<file path="config.mk">
export PLATFORM = sky130hd
export DESIGN_NAME = cpsc_top
export DESIGN_NICKNAME = d
export VERILOG_FILES = /design/src/core/cpsc_pkg.sv /design/src/core/cpsc_sync.sv /design/src/core/cpsc_divider.sv /design/src/core/cpsc_top.sv
export SDC_FILE = /design/constraint.sdc
export NUM_CORES = 1
export LEC_CHECK = 0
export BUFFER_PORTS_ARGS = -buffer_cell sky130_fd_sc_hd__clkbuf_2
export CORE_MARGIN = 2
export CORE_UTILIZATION = 45
export DETAILED_ROUTE_END_ITERATION = 10
export PLACE_DENSITY = 0.76
export SETUP_SLACK_MARGIN = 0.15
export SLEW_MARGIN = 40
export SYNTH_ARGS = -nofsm -noshare
export SYNTH_HDL_FRONTEND = slang
export SYNTH_SLANG_ARGS = --single-unit
</file>
<file path="constraint.sdc">
create_clock -name CORE_CLK_IN -period 2.8 [get_ports CORE_CLK_IN]
set_input_delay 0.42 -clock CORE_CLK_IN [delete_from_list [all_inputs] [get_ports CORE_CLK_IN]]
set_output_delay 0.42 -clock CORE_CLK_IN [all_outputs]
set_load 0.02 [all_outputs]
</file>
<file path="src/core/cpsc_pkg.sv">
// Package of constants, types and helpers for the clock prescaler.
`default_nettype none

package cpsc_pkg;

  ////////////////////////////////////////////////////////////////////////
  // Register map and fields.
  localparam logic [31:0] CPSC_CTRL_OFFSET = 32'h0000_0000;
  localparam logic [31:0] CPSC_STATUS_OFFSET = 32'h0000_0004;
  localparam int CPSC_UNLOCK_BIT = 7;
  localparam int CPSC_SELECT_MSB = 3;
  localparam int CPSC_PENDING_BIT = 0;
  localparam int CPSC_RC_BIT = 1;
  localparam int CPSC_BLOCK_BIT = 2;
  localparam int CPSC_ACTIVE_LSB = 4;
  localparam logic [3:0] CPSC_SELECT_RESET_PLAIN = 4'h0;
  localparam logic [3:0] CPSC_SELECT_RESET_DIV8 = 4'h3;
  localparam logic [3:0] CPSC_CODE_MAX_POW = 4'h8;
  localparam logic [3:0] CPSC_CODE_RC_ONLY = 4'hf;
  localparam logic [2:0] CPSC_UNLOCK_CYCLES = 3'h4;
  localparam logic [1:0] CPSC_RESP_OKAY = 2'h0;
  localparam logic [1:0] CPSC_RESP_SLVERR = 2'h2;

  ////////////////////////////////////////////////////////////////////////
  // AXI4-Lite request and response bundles.
  typedef struct packed {
    logic [31:0] awaddr;
    logic awvalid;
    logic [31:0] wdata;
    logic [3:0] wstrb;
    logic wvalid;
    logic bready;
    logic [31:0] araddr;
    logic arvalid;
    logic rready;
  } cpsc_axi_req_t;

  typedef struct packed {
    logic awready;
    logic wready;
    logic [1:0] bresp;
    logic bvalid;
    logic arready;
    logic [31:0] rdata;
    logic [1:0] rresp;
    logic rvalid;
  } cpsc_axi_rsp_t;

  ////////////////////////////////////////////////////////////////////////
  // Log2 of the division factor for a code and source.
  function automatic logic [3:0] cpsc_div_exp(input logic [3:0] code,
                                              input logic rc);
    logic [3:0] base;
    base = code;
    // Reserved codes are clamped to the slowest legal rate, which is
    // the safe side if software ever stores one.
    if (code == CPSC_CODE_RC_ONLY) begin
      base = 4'h0;
    end else if (code > CPSC_CODE_MAX_POW) begin
      base = CPSC_CODE_MAX_POW;
    end
    if (rc && code != CPSC_CODE_RC_ONLY) begin
      cpsc_div_exp = base + 4'h1;
    end else begin
      cpsc_div_exp = base;
    end
  endfunction

  // Terminal count of the divider for a factor of two to the exp.
  function automatic logic [8:0] cpsc_term(input logic [3:0] exp);
    logic [9:0] full;
    full = 10'h1 << exp;
    cpsc_term = 9'(full - 10'h1);
  endfunction

endpackage

`default_nettype wire

</file>
<file path="src/core/cpsc_sync.sv">
// Two-flop synchroniser for pin-level inputs.
`default_nettype none

module cpsc_sync #(
  parameter int WIDTH = 2
) (
  // Clock and enable.
  input wire logic clk_in,
  input wire logic ce_in,
  // Data.
  input wire logic [WIDTH-1:0] d_in,
  output logic [WIDTH-1:0] q_out
);

  logic [WIDTH-1:0] stage1;

  // The first stage feeds only the second; it is not reset so that a
  // strap is already settled when reset is released.
  always_ff @(posedge clk_in) begin
    if (ce_in) begin
      stage1 <= d_in;
      q_out <= stage1;
    end
  end

endmodule

`default_nettype wire

</file>
<file path="src/core/cpsc_divider.sv">
// Glitch-free divider that issues the divided system clock enable.
`default_nettype none

module cpsc_divider
  import cpsc_pkg::*;
(
  // Clock, reset and enable.
  input wire logic clk_in,
  input wire logic rst_n_in,
  input wire logic ce_in,
  // Control.
  input wire logic [3:0] rst_exp_in,
  input wire logic load_in,
  input wire logic [3:0] load_exp_in,
  // State.
  output logic tick_out,
  output logic pending_out,
  output logic [3:0] exp_out
);

  logic [8:0] count;
  logic [3:0] pend_exp;
  logic at_end;

  assign at_end = (count == cpsc_term(exp_out));

  // A new factor waits for the end of the running period, so the old
  // period completes and the first new one starts from zero.
  always_ff @(posedge clk_in) begin
    if (!rst_n_in) begin
      count <= 9'h000;
      tick_out <= 1'b0;
      exp_out <= rst_exp_in;
      pend_exp <= 4'h0;
      pending_out <= 1'b0;
    end else if (ce_in) begin
      tick_out <= at_end;
      if (at_end) begin
        count <= 9'h000;
        if (pending_out && !load_in) begin
          exp_out <= pend_exp;
          pending_out <= 1'b0;
        end
      end else begin
        count <= count + 9'h001;
      end
      if (load_in) begin
        pend_exp <= load_exp_in;
        pending_out <= 1'b1;
      end
    end
  end

endmodule

`default_nettype wire

</file>
<file path="src/core/cpsc_top.sv">
// Clock prescaler top: AXI4-Lite registers, unlock window, divider.
`default_nettype none

module cpsc_top (
  // Master clock, reset and enable.
  input wire logic CORE_CLK_IN,
  input wire logic RST_N_IN,
  input wire logic CE_IN,
  // Straps and source indication from pins.
  input wire logic DIVIDE_BY_EIGHT_FUSE_IN,
  input wire logic OSC_IS_RC_IN,
  // Register bus.
  input wire cpsc_pkg::cpsc_axi_req_t AXI_REQ_IN,
  output cpsc_pkg::cpsc_axi_rsp_t AXI_RSP_OUT,
  // Divided system clock enable and programming inhibit.
  output logic SYS_CLK_EN_OUT,
  output logic PROG_BLOCK_OUT
);
  import cpsc_pkg::*;

  ////////////////////////////////////////////////////////////////////////
  // Address decode, shared by the write and read paths so that the two
  // can never disagree about which offsets are mapped.
  function automatic logic is_ctrl(input logic [31:0] addr);
    is_ctrl = (addr == CPSC_CTRL_OFFSET);
  endfunction

  function automatic logic is_status(input logic [31:0] addr);
    is_status = (addr == CPSC_STATUS_OFFSET);
  endfunction

  ////////////////////////////////////////////////////////////////////////
  // Pin synchronisers. The fuse strap and the source flag come from
  // outside this clock domain, so nothing reads them before two flops;
  // the cost is two cycles of lag on a source change.
  logic [1:0] pins_s;
  logic fuse_s;
  logic rc_s;

  cpsc_sync #(
    .WIDTH(2)
  ) u_sync (
    .clk_in(CORE_CLK_IN),
    .ce_in(CE_IN),
    .d_in({DIVIDE_BY_EIGHT_FUSE_IN, OSC_IS_RC_IN}),
    .q_out(pins_s)
  );

  // Bit 1 is the fuse strap, bit 0 the source flag.
  assign fuse_s = pins_s[1];
  assign rc_s = pins_s[0];

  ////////////////////////////////////////////////////////////////////////
  // Bus slave state. Each channel keeps its own flags so the write
  // address and data may arrive in either order.
  logic aw_rdy;
  logic w_rdy;
  logic aw_got;
  logic w_got;
  logic [31:0] aw_addr;
  logic [7:0] w_byte;
  logic w_lane;
  logic bvalid;
  logic [1:0] bresp;
  logic ar_rdy;
  logic rvalid;
  logic [31:0] rdata;
  logic [1:0] rresp;
  logic [31:0] read_word;
  logic read_err;

  // Handshake strobes and the next values of the channel state.
  logic aw_hs;
  logic w_hs;
  logic ar_hs;
  logic do_write;
  logic next_aw_got;
  logic next_w_got;
  logic next_bvalid;
  logic next_rvalid;
  logic next_aw_rdy;
  logic next_w_rdy;
  logic next_ar_rdy;

  assign aw_hs = AXI_REQ_IN.awvalid & aw_rdy;
  assign w_hs = AXI_REQ_IN.wvalid & w_rdy;
  assign ar_hs = AXI_REQ_IN.arvalid & ar_rdy;
  // Writes act once both halves are held, which costs a cycle but
  // keeps one path for either arrival order.
  assign do_write = aw_got & w_got & ~bvalid;
  assign next_aw_got = aw_hs | (aw_got & ~do_write);
  assign next_w_got = w_hs | (w_got & ~do_write);
  assign next_bvalid = do_write | (bvalid & ~AXI_REQ_IN.bready);
  assign next_rvalid = ar_hs | (rvalid & ~AXI_REQ_IN.rready);
  // A ready drops as soon as its half is held or a response is owed,
  // so a second write is never taken before the first is answered.
  assign next_aw_rdy = ~next_aw_got & ~next_bvalid;
  assign next_w_rdy = ~next_w_got & ~next_bvalid;
  assign next_ar_rdy = ~next_rvalid;

  ////////////////////////////////////////////////////////////////////////
  // Prescaler control state. The selection only moves through the
  // unlock window, so a stray write cannot change the system rate.
  logic prescale_change_unlock;
  logic [2:0] unlock_count;
  logic [3:0] prescale_select;
  logic ctrl_hit;
  logic wr_ctrl;
  logic unlock_write;
  logic select_write;
  logic div_load;
  logic div_tick;
  logic div_pending;
  logic [3:0] div_exp;
  logic [3:0] rst_exp;

  // Decode of the write that is about to act.
  assign ctrl_hit = is_ctrl(aw_addr);
  assign wr_ctrl = do_write & ctrl_hit & w_lane;
  // Only the exact pattern with every other bit zero sets the flag.
  assign unlock_write = wr_ctrl && w_byte[CPSC_UNLOCK_BIT]
                        && (w_byte[CPSC_UNLOCK_BIT-1:0] == 7'h00);
  assign select_write = wr_ctrl & ~unlock_write;
  assign div_load = select_write & prescale_change_unlock;
  // Reset factor, from the synced fuse and source flags.
  assign rst_exp = cpsc_div_exp(fuse_s ? CPSC_SELECT_RESET_DIV8
                                       : CPSC_SELECT_RESET_PLAIN, rc_s);

  ////////////////////////////////////////////////////////////////////////
  // Write address channel. The address is held until the write acts,
  // so a late data beat still lands on the right register.
  always_ff @(posedge CORE_CLK_IN) begin
    if (!RST_N_IN) begin
      aw_got <= 1'b0;
      aw_rdy <= 1'b0;
      aw_addr <= 32'h0000_0000;
    end else if (CE_IN) begin
      aw_got <= next_aw_got;
      aw_rdy <= next_aw_rdy;
      if (aw_hs) begin
        aw_addr <= AXI_REQ_IN.awaddr;
      end
    end
  end

  // Write data channel; only byte lane 0 carries the register, and a
  // write without that lane is answered but changes nothing.
  always_ff @(posedge CORE_CLK_IN) begin
    if (!RST_N_IN) begin
      w_got <= 1'b0;
      w_rdy <= 1'b0;
      w_byte <= 8'h00;
      w_lane <= 1'b0;
    end else if (CE_IN) begin
      w_got <= next_w_got;
      w_rdy <= next_w_rdy;
      if (w_hs) begin
        w_byte <= AXI_REQ_IN.wdata[7:0];
        w_lane <= AXI_REQ_IN.wstrb[0];
      end
    end
  end

  // Write response; the status register is read-only but answers OKAY.
  // An unmapped offset is refused so a wrong pointer shows up early.
  always_ff @(posedge CORE_CLK_IN) begin
    if (!RST_N_IN) begin
      bvalid <= 1'b0;
      bresp <= CPSC_RESP_OKAY;
    end else if (CE_IN) begin
      bvalid <= next_bvalid;
      if (do_write) begin
        if (ctrl_hit || is_status(aw_addr)) begin
          bresp <= CPSC_RESP_OKAY;
        end else begin
          bresp <= CPSC_RESP_SLVERR;
        end
      end
    end
  end

  // Read word, decoded from the address as offered; it is captured only
  // on the handshake edge, so the held data cannot drift afterwards.
  always_comb begin
    read_word = 32'h0000_0000;
    read_err = 1'b0;
    if (is_ctrl(AXI_REQ_IN.araddr)) begin
      read_word[CPSC_UNLOCK_BIT] = prescale_change_unlock;
      read_word[CPSC_SELECT_MSB:0] = prescale_select;
    end else if (is_status(AXI_REQ_IN.araddr)) begin
      read_word[CPSC_PENDING_BIT] = div_pending;
      read_word[CPSC_RC_BIT] = rc_s;
      read_word[CPSC_BLOCK_BIT] = PROG_BLOCK_OUT;
      read_word[CPSC_ACTIVE_LSB+3:CPSC_ACTIVE_LSB] = div_exp;
    end else begin
      read_err = 1'b1;
    end
  end

  // Read channel with registered data.
  always_ff @(posedge CORE_CLK_IN) begin
    if (!RST_N_IN) begin
      rvalid <= 1'b0;
      ar_rdy <= 1'b0;
      rdata <= 32'h0000_0000;
      rresp <= CPSC_RESP_OKAY;
    end else if (CE_IN) begin
      rvalid <= next_rvalid;
      ar_rdy <= next_ar_rdy;
      if (ar_hs) begin
        rdata <= read_word;
        rresp <= read_err ? CPSC_RESP_SLVERR : CPSC_RESP_OKAY;
      end
    end
  end

  ////////////////////////////////////////////////////////////////////////
  // Unlock window: opened by the exact pattern, closed after the count
  // or by the selection write that it permits. The count is never
  // reloaded while open, which is what stops a looping unlock write
  // from holding the window open for ever.
  always_ff @(posedge CORE_CLK_IN) begin
    if (!RST_N_IN) begin
      prescale_change_unlock <= 1'b0;
      unlock_count <= 3'h0;
    end else if (CE_IN) begin
      if (select_write && prescale_change_unlock) begin
        prescale_change_unlock <= 1'b0;
        unlock_count <= 3'h0;
      end else if (unlock_write && !prescale_change_unlock) begin
        prescale_change_unlock <= 1'b1;
        unlock_count <= CPSC_UNLOCK_CYCLES;
      end else if (prescale_change_unlock) begin
        // A repeated unlock write lands here: the count runs on.
        if (unlock_count == 3'h1) begin
          prescale_change_unlock <= 1'b0;
        end
        unlock_count <= unlock_count - 3'h1;
      end
    end
  end

  // Selection field: loaded from the fuse at reset, then only through
  // the unlock window. The fuse flops settle while reset is held.
  // Reserved codes are stored as written; the divider clamps them.
  always_ff @(posedge CORE_CLK_IN) begin
    if (!RST_N_IN) begin
      prescale_select <= fuse_s ? CPSC_SELECT_RESET_DIV8
                                : CPSC_SELECT_RESET_PLAIN;
    end else if (CE_IN) begin
      if (div_load) begin
        // Every code is stored as written, fuse or not.
        prescale_select <= w_byte[CPSC_SELECT_MSB:0];
      end
      // A locked write falls through and keeps the setting.
    end
  end

  // Programming inhibit while the divide-by-one RC code is stored.
  // It follows the stored code one cycle late, not the running rate.
  always_ff @(posedge CORE_CLK_IN) begin
    if (!RST_N_IN) begin
      PROG_BLOCK_OUT <= 1'b0;
    end else if (CE_IN) begin
      PROG_BLOCK_OUT <= (prescale_select == CPSC_CODE_RC_ONLY);
    end
  end

  ////////////////////////////////////////////////////////////////////////
  // Divider. The source flag is sampled when a setting is loaded; a
  // source change alone does not re-time the running factor, so
  // software that moves the source writes the selection again.
  cpsc_divider u_div (
    .clk_in(CORE_CLK_IN),
    .rst_n_in(RST_N_IN),
    .ce_in(CE_IN),
    .rst_exp_in(rst_exp),
    .load_in(div_load),
    .load_exp_in(cpsc_div_exp(w_byte[CPSC_SELECT_MSB:0], rc_s)),
    .tick_out(div_tick),
    .pending_out(div_pending),
    .exp_out(div_exp)
  );

  // Every synchronous consumer takes this one enable, so all of them
  // slow down together; gating the clock itself would add skew.
  assign SYS_CLK_EN_OUT = div_tick;

  // Bus outputs, each field from its own flop, packed in one place so
  // that the whole response has a single driver.
  assign AXI_RSP_OUT = '{
    awready: aw_rdy,
    wready: w_rdy,
    bresp: bresp,
    bvalid: bvalid,
    arready: ar_rdy,
    rdata: rdata,
    rresp: rresp,
    rvalid: rvalid
  };

endmodule

`default_nettype wire

</file>
======== Yosys cells after proc, flatten, opt, wreduce, memory -nomap -nowiden ========
Cells that the tools add are included.
word-level totals
  output and inout port bits .............. 43
  logic and storage cells ................. 133
  register bits ........................... 92
  input bits .............................. 110
cells by class
  bitwise operators ....................... 28
  multiplexer cells ....................... 35
  order comparisons ....................... 2
  add/sub/neg operators ................... 5
  eq/ne operators ......................... 13
  reduce and logical (&&, ||, !) cells .... 25
  shift-type cells ........................ 1
operators with widths
  cell                                                                 number
  32-bit by 3-bit == test with 1-bit output (second input constant)    2
  32-bit logical NOT                                                   2
  4-bit two-way mux                                                    14
  3-bit two-way mux                                                    6
  1-bit AND                                                            15
  2-bit AND reduction                                                  7
  4-bit == test (second input constant)                                3
  1-bit two-way mux                                                    11
  9-bit by 1-bit adder with 9-bit output (second input constant)       1
  9-bit == test                                                        1
  9-bit two-way mux                                                    1
  1-bit NOT                                                            9
  1-bit by 4-bit << shifter with 9-bit output (first input constant)   1
  9-bit by 1-bit subtractor with 9-bit output (second input constant)  1
  4-bit by 1-bit adder with 4-bit output (second input constant)       2
  4-bit greater-than comparator (second input constant)                2
  2-bit by 1-bit != test with 1-bit output (second input constant)     4
  4-bit != test (second input constant)                                2
  1-bit logical AND                                                    7
  7-bit logical NOT                                                    1
  2-bit two-way mux                                                    3
  3-bit AND reduction                                                  2
  1-bit bitwise OR                                                     4
  2-bit nonzero test                                                   2
  other kinds (5)                                                      6

======== Depth between registers and ports, before layout ========
Gate-level depths: netlist (run 1).
  depth after elaboration ................. 15
  gate-level depth with buffers ........... 12
  gate-level depth less buffers ........... 9

======== By module ========
A second synthesis (run 1) with hierarchy kept.
second synthesis, totals
  cells, all modules ...................... 515
  area total of the unflattened synthesis .. 4,449.3 um^2
modules (own cells, without submodules)
  module        sequential area each (um^2)  area an instance (um^2)  cells an instance  times used
  cpsc_top      1,381.3                      3,225.6                  387                1
  cpsc_divider  420.4                        1,103.6                  124                1
  cpsc_sync     120.1                        120.1                    4                  1

======== Worst setup path after synthesis (run 1) ========
No wires, ideal clock.
  kind .................................... reg-to-reg
  start ................................... register u_div.exp_out[2]
  end ..................................... register u_div.exp_out[0], enable pin
  stages on the path, launching flop included .. 13
  slack ................................... -252 ps
  data arrival time ....................... 2,717 ps
  data required time ...................... 2,465 ps
  period minus slack after synthesis ...... 3,052 ps
  buffers on the path ..................... 3
  library setup time ...................... 335 ps
  cell sequence ........................... edfxtp_1 buf_6 nor2_1 nand3b_1 ha_1 buf_6 xnor2_1 a31oi_1 a2111o_1 nor4_2 or4b_1 buf_2 o21ai_1
on the way
  cells in the longest elaborated chain, start to end .. 5
ends and longest elaborated chain
  what                                                       line                text
  start, declared                                            cpsc_divider.sv:18  output logic [3:0] exp_out
  start signal, assigned                                     cpsc_divider.sv:33  exp_out <= rst_exp_in;
  start signal, assigned                                     cpsc_divider.sv:41  exp_out <= pend_exp;
  1-bit by 4-bit << shifter with 9-bit output                cpsc_pkg.sv:72      full = 10'h1 << exp;
  9-bit by 1-bit subtractor with 9-bit output                cpsc_pkg.sv:73      cpsc_term = 9'(full - 10'h1);
  9-bit == test                                              cpsc_divider.sv:25  assign at_end = (count == cpsc_term(exp_out));
  2-bit by 1-bit != test with 1-bit output (no source line)  n/a
  3-bit AND reduction (no source line)                       n/a
No other way between the ends.
A chain may end at the register's enable or synchronous reset.

======== Worst setup path after layout (run 1) ========
Ends and elaborated chain as after synthesis.

==> flow_summary.yaml, run 1 <==
run_status:
  status: "finished clean"
worst_setup_path:
  path_max_fanout: 7
  critPathKind: "reg2reg"
  crit_chain: "nor2_4, nand3b_1, ha_4, xnor2_4, a31oi_1, a2111o_1, nor4_2, or4b_4, o21ai_4"
  critical-path-max-stage-delay_ns: 0.53
  crit_arrival_ns: 2.84
  critPathLaunchType: "flop"
  rr_worst_depth: 9
  worstSetupStartpoint: "u_div.exp_out[2]$_DFFE_PP_"
  endpoint_kind: "flop"
  r2r-start: "u_div.exp_out[2]$_DFFE_PP_"
  rrSetupSlack_ns: 0.02
  crit_slowest_cell: "or4b_4"
  required_ns: 2.86
  cp_top_family: "simple AND/OR/NAND/NOR gates"
  crit_end: "u_div.exp_out[0]$_DFFE_PP_"
  r2r_end: "u_div.exp_out[0]$_DFFE_PP_"
  cp.depth: 9
  path_buf_inv: 0
pwr:
  internal-power_mw: 1.80
  p_switching_uw: 699
  switching_share_pct: 28.0
  clkPwrFrac_pct: 33.4
  ir_drop_mv: 0.298
  combPwrFrac_pct: 11.7
  power_density_mw_per_mm2: 496
  seqPwrFrac_pct: 54.9
  p_leak_nw: 2.07
  fin_total_pwr_mw: 2.50
layout:
  fin_cells: 733
  area_growth_pct: 17.2
  postLayoutCoreUtil_pct: 54.5
  final_nets: 716
  layout-drive-gt1-share_pct: 24.2
  stdcell_area_mm2: 0.00503
  n_antenna_cell: 0
cts:
  cts_sinks: 90
  ctsHtreeMaxLevel: 3
  postCtsHoldBufs: 0
  ctsLongestPathBuffers: 2
  insertion_delay_ns: 0.36
  cts_made_buffers: 9
  root_buffer: "clkbuf_8"
  clk_pin_slew_worst_paths_ns: 0.10
  cts_tree: "done"
sta:
  setup_slack_ns: 0.0224
  worst_pin_slew_ns: 0.757
  maxSlewViolCount: 0
  hold_viol_final: 0
  relSlewSlack_pct: 49.4
  rsz0062_at_grt: "yes"
  max_freq_ghz: 0.360
  setup_tns_ns: 0
  setup_viol: 0
  whs_ns: 0.221
  fin_crit_sh_pct: 99.2
  period_needed_ns: 2.78
  finClkSkew_ns: 0.0113
routing:
  viasPerCell: 5.12
  drt_first_pass_iters: 4
  drt_iter0_drc: 103
  drtAntennaViolNets: 0
  drc: 0
  wirelength_um: 9450
  vias: 3755
  wire_per_inst_um: 12.9
floorplan:
  rows: 35
  fp.dieH_um: 102
  start_util_pct: 46.5
  dieWidth_um: 102
  io_pins: 153
  die_area_mm2: 0.0103
  coreArea_mm2: 0.00924
min_path:
  hp-class: "in2reg"
synthesis:
  seq_area_frac_synth_pct: 44.7
  async_flop_share_pct: 0
  synth_area_per_cell_um2: 8.42
  ys_types: 54
  synth_cells: 510
  syn-cell-area_mm2: 0.00430
  synth_top_cell_area_share_pct: 36.4
  yosysWarningCount: 0
  synthTopCellsByCount: "nand2_1 (107), dfxtp_1 (78), a21oi_1 (59)"
  synth-seq-cells: 90
  synth_edf_count: 12
  synth_most_common_cell: "nand2_1"
  synth_area_leader_cell: "dfxtp_1"
  synthFlopType: "dfxtp_1"
  synth_area_leaders: "dfxtp_1 (36%), nand2_1 (9.4%), edfxtp_1 (8.4%), a21oi_1 (6.9%), buf_4 (5.4%)"
placed_design:
  place_hpwl_um: 6880
  pre_cts_ws_ns: 0.0115
  place_area_mm2: 0.00481
  dp.cells: 715
  numPortBuffers: 99
  finalWeightedCongestion: 0.836
grt:
  antenna_found_initial: 0
  grt_pass1_wl_um: 15100
  grt_max_degree: 45
  grt_pass1_vias: 3345
  gr-total-overflow: 0
  grt_use_total_pct: 18.2
job:
  cap_violations: 0
[routing by layer]
layer / vias up / GRT usage, % / part of all wire [%]
li1: 1889 / - / -
met2: 128 / 30.9 / 48
met3: 9 / 5.18 / 6.9
met1: 1729 / 22.8 / 44
met4: 0 / 4.57 / 0.82
met5: - / 0 / 0
[cell usage in the layout (no fill, tap or decap), types with 9 or more instances in the layout]
cell	n
conb_1	26
dfxtp_1	78
nor4_1	16
clkbuf_8	9
xnor2_1	10
nand2_1	107
buf_4	16
clkbuf_2	99
nor2_1	27
and3_1	16
a21oi_1	59
edfxtp_1	12
[power by group through the flow]
stage                     combinational (mW)  sequential [mW]  clock [mW]
after global routing                   0.326             1.38       0.913
after CTS                              0.292             1.37       0.851
after floorplan                        0.223             1.39           0
after detailed placement               0.284             1.40           0
final                                  0.294             1.37       0.834
after global placement                 0.276             1.40           0
[cells by family after synthesis]
family                     Yosys count  share of synthesized area, %
buffers and inverters               72                          9.64
DFF                                 90                          44.7
AOI/OAI and AO/OA                  104                          14.8
other                                1                        0.0873
muxes                                6                          1.54
and+or+nand+nor                    215                          24.1
xor gates and xnor gates            15                          3.06
adders and majority gates            7                          2.04
[registers in the layout, indices dropped and copies added, names as in the netlist, 3 cells and up]
name,count
aw_addr,32
prescale_select,4
rdata,8
u_div.count,9
u_div.exp_out,4
u_div.pend_exp,4
unlock_count,3
w_byte,8
[worst register-to-register path, cell delays in order, from the launching register on]
cell	delay [ns]
edfxtp_1	0.44
nor2_4	0.18
nand3b_1	0.13
ha_4	0.22
xnor2_4	0.16
a31oi_1	0.12
a2111o_1	0.32
nor4_2	0.17
or4b_4	0.53
o21ai_4	0.20
[final cells by class]
class	instances	area, µm²
clock buffers	9	124
flip-flops and latches	90	1920
well taps	129	161
repair buffers	115	616
multi-input cells	373	2120
clock inverters	7	58.8
inverters	10	37.5
fillers	839	4210
[how the worst min path moves through the flow]
stage | start | to | slack [ns] | cells after the start
after floorplan | u_sync.stage1[0]$_DFFE_PP_ | u_sync.q_out[0]$_DFFE_PP_ | 0.40 | 0
after global placement | u_sync.stage1[0]$_DFFE_PP_ | u_sync.q_out[0]$_DFFE_PP_ | 0.40 | 0
after detailed placement | u_sync.stage1[0]$_DFFE_PP_ | u_sync.q_out[0]$_DFFE_PP_ | 0.40 | 0
after CTS | DIVIDE_BY_EIGHT_FUSE_IN | u_sync.stage1[1]$_DFFE_PP_ | 0.21 | 1
after global routing | DIVIDE_BY_EIGHT_FUSE_IN | u_sync.stage1[1]$_DFFE_PP_ | 0.20 | 1
final | DIVIDE_BY_EIGHT_FUSE_IN | u_sync.stage1[1]$_DFFE_PP_ | 0.22 | 1
[repair_timing]
item,CTS,global route
buffers inserted,2,0
endpoints found under the setup margin,13,15
pin swaps,1,0
resized for setup,3,1
No activity file was read; power rests on OpenSTA's default activity.
==> run 2: changes to the inputs <==
ABC_AREA = 1   (was not set)
==> run 2 against run 1 <==
Against the previous run: count of clock-buffer cells in the layout rose by 3; utilization shrank 1.4 points; register-to-register slack improved by 0.35 ns; critical endpoint is now u_div.exp_out[1]$_DFFE_PP_; largest cell class unchanged.
==> flow_summary.yaml, run 2 <==
routing:
  wire_per_inst_um: 10.9
  viasPerCell: 4.73
  drtAntennaViolNets: 0
  wirelength_um: 9000
  drt_first_pass_iters: 4
  drt_iter0_drc: 150
  drc: 0
  vias: 3910
sta:
  hold_viol_final: 0
  rsz0062_at_grt: "no"
  finClkSkew_ns: 0.0142
  setup_viol: 0
  period_needed_ns: 2.43
  setup_tns_ns: 0
  fin_crit_sh_pct: 86.8
  max_freq_ghz: 0.411
  maxSlewViolCount: 0
  relSlewSlack_pct: 56.5
  worst_pin_slew_ns: 0.652
worst_setup_path:
  required_ns: 2.86
  crit_arrival_ns: 2.49
  critPathLaunchType: "flop"
  path_max_fanout: 7
  endpoint_kind: "flop"
  critPathKind: "reg2reg"
pwr:
  switching_share_pct: 26.7
  p_leak_nw: 2.30
  ir_drop_mv: 0.365
  internal-power_mw: 1.91
  seqPwrFrac_pct: 53.2
  power_density_mw_per_mm2: 508
  p_switching_uw: 695
  combPwrFrac_pct: 12.5
  clkPwrFrac_pct: 34.4
grt:
  gr-total-overflow: 0
  grt_pass1_wl_um: 14800
  antenna_found_initial: 0
  grt_use_total_pct: 17.6
  grt_pass1_vias: 3450
  grt_max_degree: 66
min_path:
  hp-class: "in2reg"
placed_design:
  numPortBuffers: 99
  finalWeightedCongestion: 0.897
  place_hpwl_um: 6780
  place_area_mm2: 0.00488
cts:
  ctsHtreeMaxLevel: 3
  ctsLongestPathBuffers: 2
  insertion_delay_ns: 0.36
  postCtsHoldBufs: 0
  cts_made_buffers: 9
  cts_sinks: 90
  root_buffer: "clkbuf_8"
  cts_tree: "done"
  clk_pin_slew_worst_paths_ns: 0.09
layout:
  reg_top3: "aw_addr: 32 flops, u_div.count: 9 flops"
  n_antenna_cell: 0
  stdcell_area_mm2: 0.00512
  area_growth_pct: 16.2
  final_cell_mix: "clkbuf_2 (99), nand2_1 (95), inv_1 (82), dfxtp_1 (78), a21oi_1 (61)"
  final_common_cell: "clkbuf_2"
  final_nets: 805
  postLayoutCoreUtil_pct: 53.1
  largest_reg_flops: 32
  largest_register: "aw_addr"
  nFillCells: 945
  layout-drive-gt1-share_pct: 19.9
floorplan:
  die_area_mm2: 0.0106
  start_util_pct: 45.7
  dieWidth_um: 103
  coreArea_mm2: 0.00964
  fp.dieH_um: 103
  io_pins: 153
  rows: 36
job:
  cap_violations: 0
synthesis:
  synth_most_common_cell: "nand2_1"
  synth_area_leaders: "dfxtp_1 (35%), edfxtp_1 (8.2%), nand2_1 (8.1%), inv_1 (7.0%), a21oi_1 (6.9%)"
  synthTopCellsByCount: "nand2_1 (95), inv_1 (82), dfxtp_1 (78)"
  synth_cells: 597
  synth_area_leader_cell: "dfxtp_1"
  seq_area_frac_synth_pct: 43.6
  synth-seq-cells: 90
  synth_area_per_cell_um2: 7.38
  synth_edf_count: 12
  syn-cell-area_mm2: 0.00441
  synth_top_cell_area_share_pct: 35.4
  ys_types: 33
  async_flop_share_pct: 0
  synthFlopType: "dfxtp_1"
  yosysWarningCount: 0
run_status:
  status: "finished clean"
run 2: cell count changes after synthesis, moves of 5 or more:
| cell | delta |
|---|---|
| nor2_1 | +30 |
| and2_1 | -5 |
| xnor2_1 | -10 |
| nor4_1 | -16 |
| o21ai_0 | +50 |
| a211oi_1 | -5 |
| nand2_1 | -12 |
| nand3_1 | +34 |
| mux2_2 | -5 |
| and3_1 | -15 |
| xor2_1 | +5 |
| inv_1 | +73 |
| nand3b_1 | -5 |
run 2: cells by family (layout without fill, tap and decap cells):
kind of cell / after synthesis / in the layout / share of synthesized area (%)
other: 1 / 26 / 0.0851
adder cells (fa/ha/maj): 7 / 7 / 1.99
flip-flops: 90 / 90 / 43.6
XOR/XNOR: 10 / 10 / 1.99
AO/OA/AOI/OAI: 131 / 131 / 15.5
buffers and inverters: 135 / 206 / 14.2
AND/OR/NAND/NOR: 223 / 223 / 22.6
run 2: stage by stage:
stage	setup WS, ns	power, mW	hold slack [ns]	cells
floorplan	0.531	1.66	0.400	622
global placement	0.333	1.72	0.403	807
detailed placement	0.315	1.73	0.410	807
CTS	0.290	2.62	0.229	823
global route	0.166	2.75	0.230	826
finish	0.369	2.60	0.249	826
run 2: final cells by class:
cell class	count	area (µm²)	share of cell area [%]
multi-input combinational	397	1960	38.3
clock buffer	12	176	3.45
tap	133	166	3.25
inverter	84	315	6.16
sequential	90	1920	37.5
clock inverter	4	31.3	0.611
timing repair buffer	106	548	10.7
run 2: final timing paths:
path / end / slack [ns] / from / cells after the start
max: u_div.exp_out[1]$_DFFE_PP_ / 0.37 / u_div.exp_out[3]$_SDFFCE_PN0P_ / 11
min: u_sync.stage1[0]$_DFFE_PP_ / 0.25 / OSC_IS_RC_IN / 1
max reg2reg: u_div.exp_out[1]$_DFFE_PP_ / 0.37 / u_div.exp_out[3]$_SDFFCE_PN0P_ / 11
min reg2reg: u_sync.q_out[0]$_DFFE_PP_ / 0.43 / u_sync.stage1[0]$_DFFE_PP_ / 0
run 2: power groups by stage:
stage | clock network [mW] | logic [mW] | registers, mW
finish | 0.894 | 0.324 | 1.38
global route | 0.988 | 0.374 | 1.39
CTS | 0.918 | 0.322 | 1.38
detailed placement | 0 | 0.321 | 1.41
global placement | 0 | 0.311 | 1.41
floorplan | 0 | 0.243 | 1.41
run 2: metal layers:
metal  GRT usage (%)  vias up  routed length, µm
li1                -     2053                  -
met1            22.6     1762               4060
met2            29.1       90               4340
met3            4.07        5                517
met4            6.17        0                 78
met5               0        -                  0
run 2: critical path, cell delays in order, from the launching register on:
cell,delay [ns]
edfxtp_1,0.52
nor2_4,0.22
nand2_1,0.11
ha_1,0.32
inv_1,0.11
nand2_1,0.05
nand2_1,0.08
xor2_1,0.15
nand3_1,0.11
nor2_2,0.12
nand2_1,0.10
o21ai_2,0.24
run 2: repair_timing:
action,4_1_cts,5_1_grt
setup buffers,0,3
gates resized for setup,0,1
hold endpoints to repair,0,0
setup endpoints to repair,0,4
==> run 3: changes to the inputs <==
CORE_ASPECT_RATIO = 0.8   (was not set)
==> run 3 against run 2 <==
Against the previous run: cell area is 2.4% higher; clock skew down 0.0059 ns; die area hardly changed; routed wire length rose by 1.4%; hold slack improved by 0.0038 ns; first-iteration DRC count decreased by 12%; sequential cell count did not move; power is 18% higher; fmax is 1.5% higher; largest cell class unchanged; cell count fell by 1.7%; sequential power hardly changed.
==> flow_summary.yaml, run 3 (same netlist as run 2, synthesis figures left out) <==
layout:
  largest_register: "aw_addr"
  final_common_cell: "clkbuf_2"
  layout-drive-gt1-share_pct: 19.8
  nFillCells: 898
  n_antenna_cell: 0
  regArea_mm2: 0.00192
  final_nets: 805
  fin_cells: 812
  final_cell_mix: "clkbuf_2 (99), nand2_1 (95), inv_1 (82), dfxtp_1 (78), a21oi_1 (61)"
  multiInputGateArea_mm2: 0.00196
  reg_top3: "aw_addr: 32 flops, u_div.count: 9 flops"
  area_growth_pct: 19.0
  largest_reg_flops: 32
cts:
  root_buffer: "clkbuf_16"
  cts_tree: "done"
  clk_pin_slew_worst_paths_ns: 0.06
  ctsHtreeMaxLevel: 3
  cts_made_buffers: 9
  insertion_delay_ns: 0.34
  cts_sinks: 90
  ctsLongestPathBuffers: 2
worst_setup_path:
  critPathLaunchType: "flop"
  crit_chain: "nor2_1, nand2_1, ha_1, inv_1, nand2_1, nand2_1, xor2_1, nand3_1, nor2_2, nand2_1, o21ai_2"
  required_ns: 2.84
  crit_top_cell: "nand2_1"
  endpoint_kind: "flop"
  critical-path-max-stage-delay_ns: 0.51
  rrSetupSlack_ns: 0.41
  path_max_fanout: 7
  crit_slowest_cell: "edfxtp_1"
  critPathKind: "reg2reg"
  crit_arrival_ns: 2.43
grt:
  antenna_found_initial: 0
  grt_pass1_wl_um: 15500
  grt_use_total_pct: 18.2
  gr-total-overflow: 0
  grt_pass1_vias: 3629
  grt_max_degree: 66
floorplan:
  fp.dieH_um: 92.5
  die_area_mm2: 0.0106
  coreArea_mm2: 0.00957
  io_pins: 153
  start_util_pct: 46.0
  rows: 32
  dieWidth_um: 115
sta:
  setup_tns_ns: 0
  worst_pin_slew_ns: 0.733
  finClkSkew_ns: 0.00826
  max_freq_ghz: 0.418
  period_needed_ns: 2.39
  hold_viol_final: 0
  maxSlewViolCount: 0
  relSlewSlack_pct: 51.1
  rsz0062_at_grt: "no"
  setup_viol: 0
  fin_crit_sh_pct: 85.5
routing:
  drt_first_pass_iters: 5
  wire_per_inst_um: 11.2
  vias: 3924
  wirelength_um: 9130
  drt_iter0_drc: 132
  drtAntennaViolNets: 0
  drc: 0
  viasPerCell: 4.83
pwr:
  ir_drop_mv: 0.377
  p_leak_nw: 2.36
  power_density_mw_per_mm2: 587
run_status:
  status: "finished clean"
min_path:
  hp-class: "in2reg"
placed_design:
  place_hpwl_um: 6770
  numPortBuffers: 99
  finalWeightedCongestion: 0.876
  dp.cells: 794
job:
  cap_violations: 0
-- run 3: changes by cell type in the layout (fill, tap and decap cells not counted), sizes merged --
cell | before | now
clkinv | 3 | 1
bufinv | 0 | 2
-- run 3: where the power goes --
group	internal (mW)	switching [mW]	leakage (nW)
Sequential	1.36	0.0277	0.754
Clock	0.868	0.499	0.170
Combinational	0.119	0.203	1.43
-- run 3: what timing repair did --
item,in CTS,in global routing
hold buffers,0,0
resized for setup,0,1
setup buffers,0,2
setup endpoints to repair,0,4
-- run 3: layout make-up --
class,count,area share [%]
multi-input cells,397,37.4
flip-flops and latches,90,36.7
repair buffers,106,10.5
inverters,84,6.02
clock buffers,12,5.11
well taps,119,2.84
clock inverters,4,1.53
-- run 3: through the flow --
step                      worst slack, ns  hold slack, ns  total power, mW  cell area, µm²  utilization (%)
after detailed placement            0.262           0.416             1.73            4870             50.9
final                               0.405           0.253             3.07            5240             54.8
after global placement              0.358           0.410             1.72            4870             50.9
after CTS                           0.252           0.244             3.10            5220             54.6
after global routing                0.162           0.236             3.21            5240             54.8
after floorplan                     0.531           0.400             1.66            4500                -
-- run 3: routing by layer --
metal / track usage, % / routed length [µm] / vias to the layer above
met5: 0 / 0 / -
met4: 5.18 / 59 / 0
met3: 6.54 / 709 / 7
met2: 30.7 / 4230 / 118
met1: 21.7 / 4130 / 1736
li1: - / - / 2063
-- run 3: path summary, 6_finish.rpt --
check,from,endpoint,depth (start not counted)
max,u_div.exp_out[1]$_DFFE_PP_,u_div.exp_out[3]$_SDFFCE_PN0P_,11
max reg2reg,u_div.exp_out[1]$_DFFE_PP_,u_div.exp_out[3]$_SDFFCE_PN0P_,11
min reg2reg,u_sync.stage1[0]$_DFFE_PP_,u_sync.q_out[0]$_DFFE_PP_,0
min,OSC_IS_RC_IN,u_sync.stage1[0]$_DFFE_PP_,1
-- run 3: critical path: cells and delay by family, from the launching register on --
kind	cells	cell delay, ns
and+or+nand+nor	7	0.75
DFF	1	0.51
adders and majority gates	1	0.32
AOI/OAI and AO/OA	1	0.24
xor gates and xnor gates	1	0.15
buffers and inverters	1	0.11
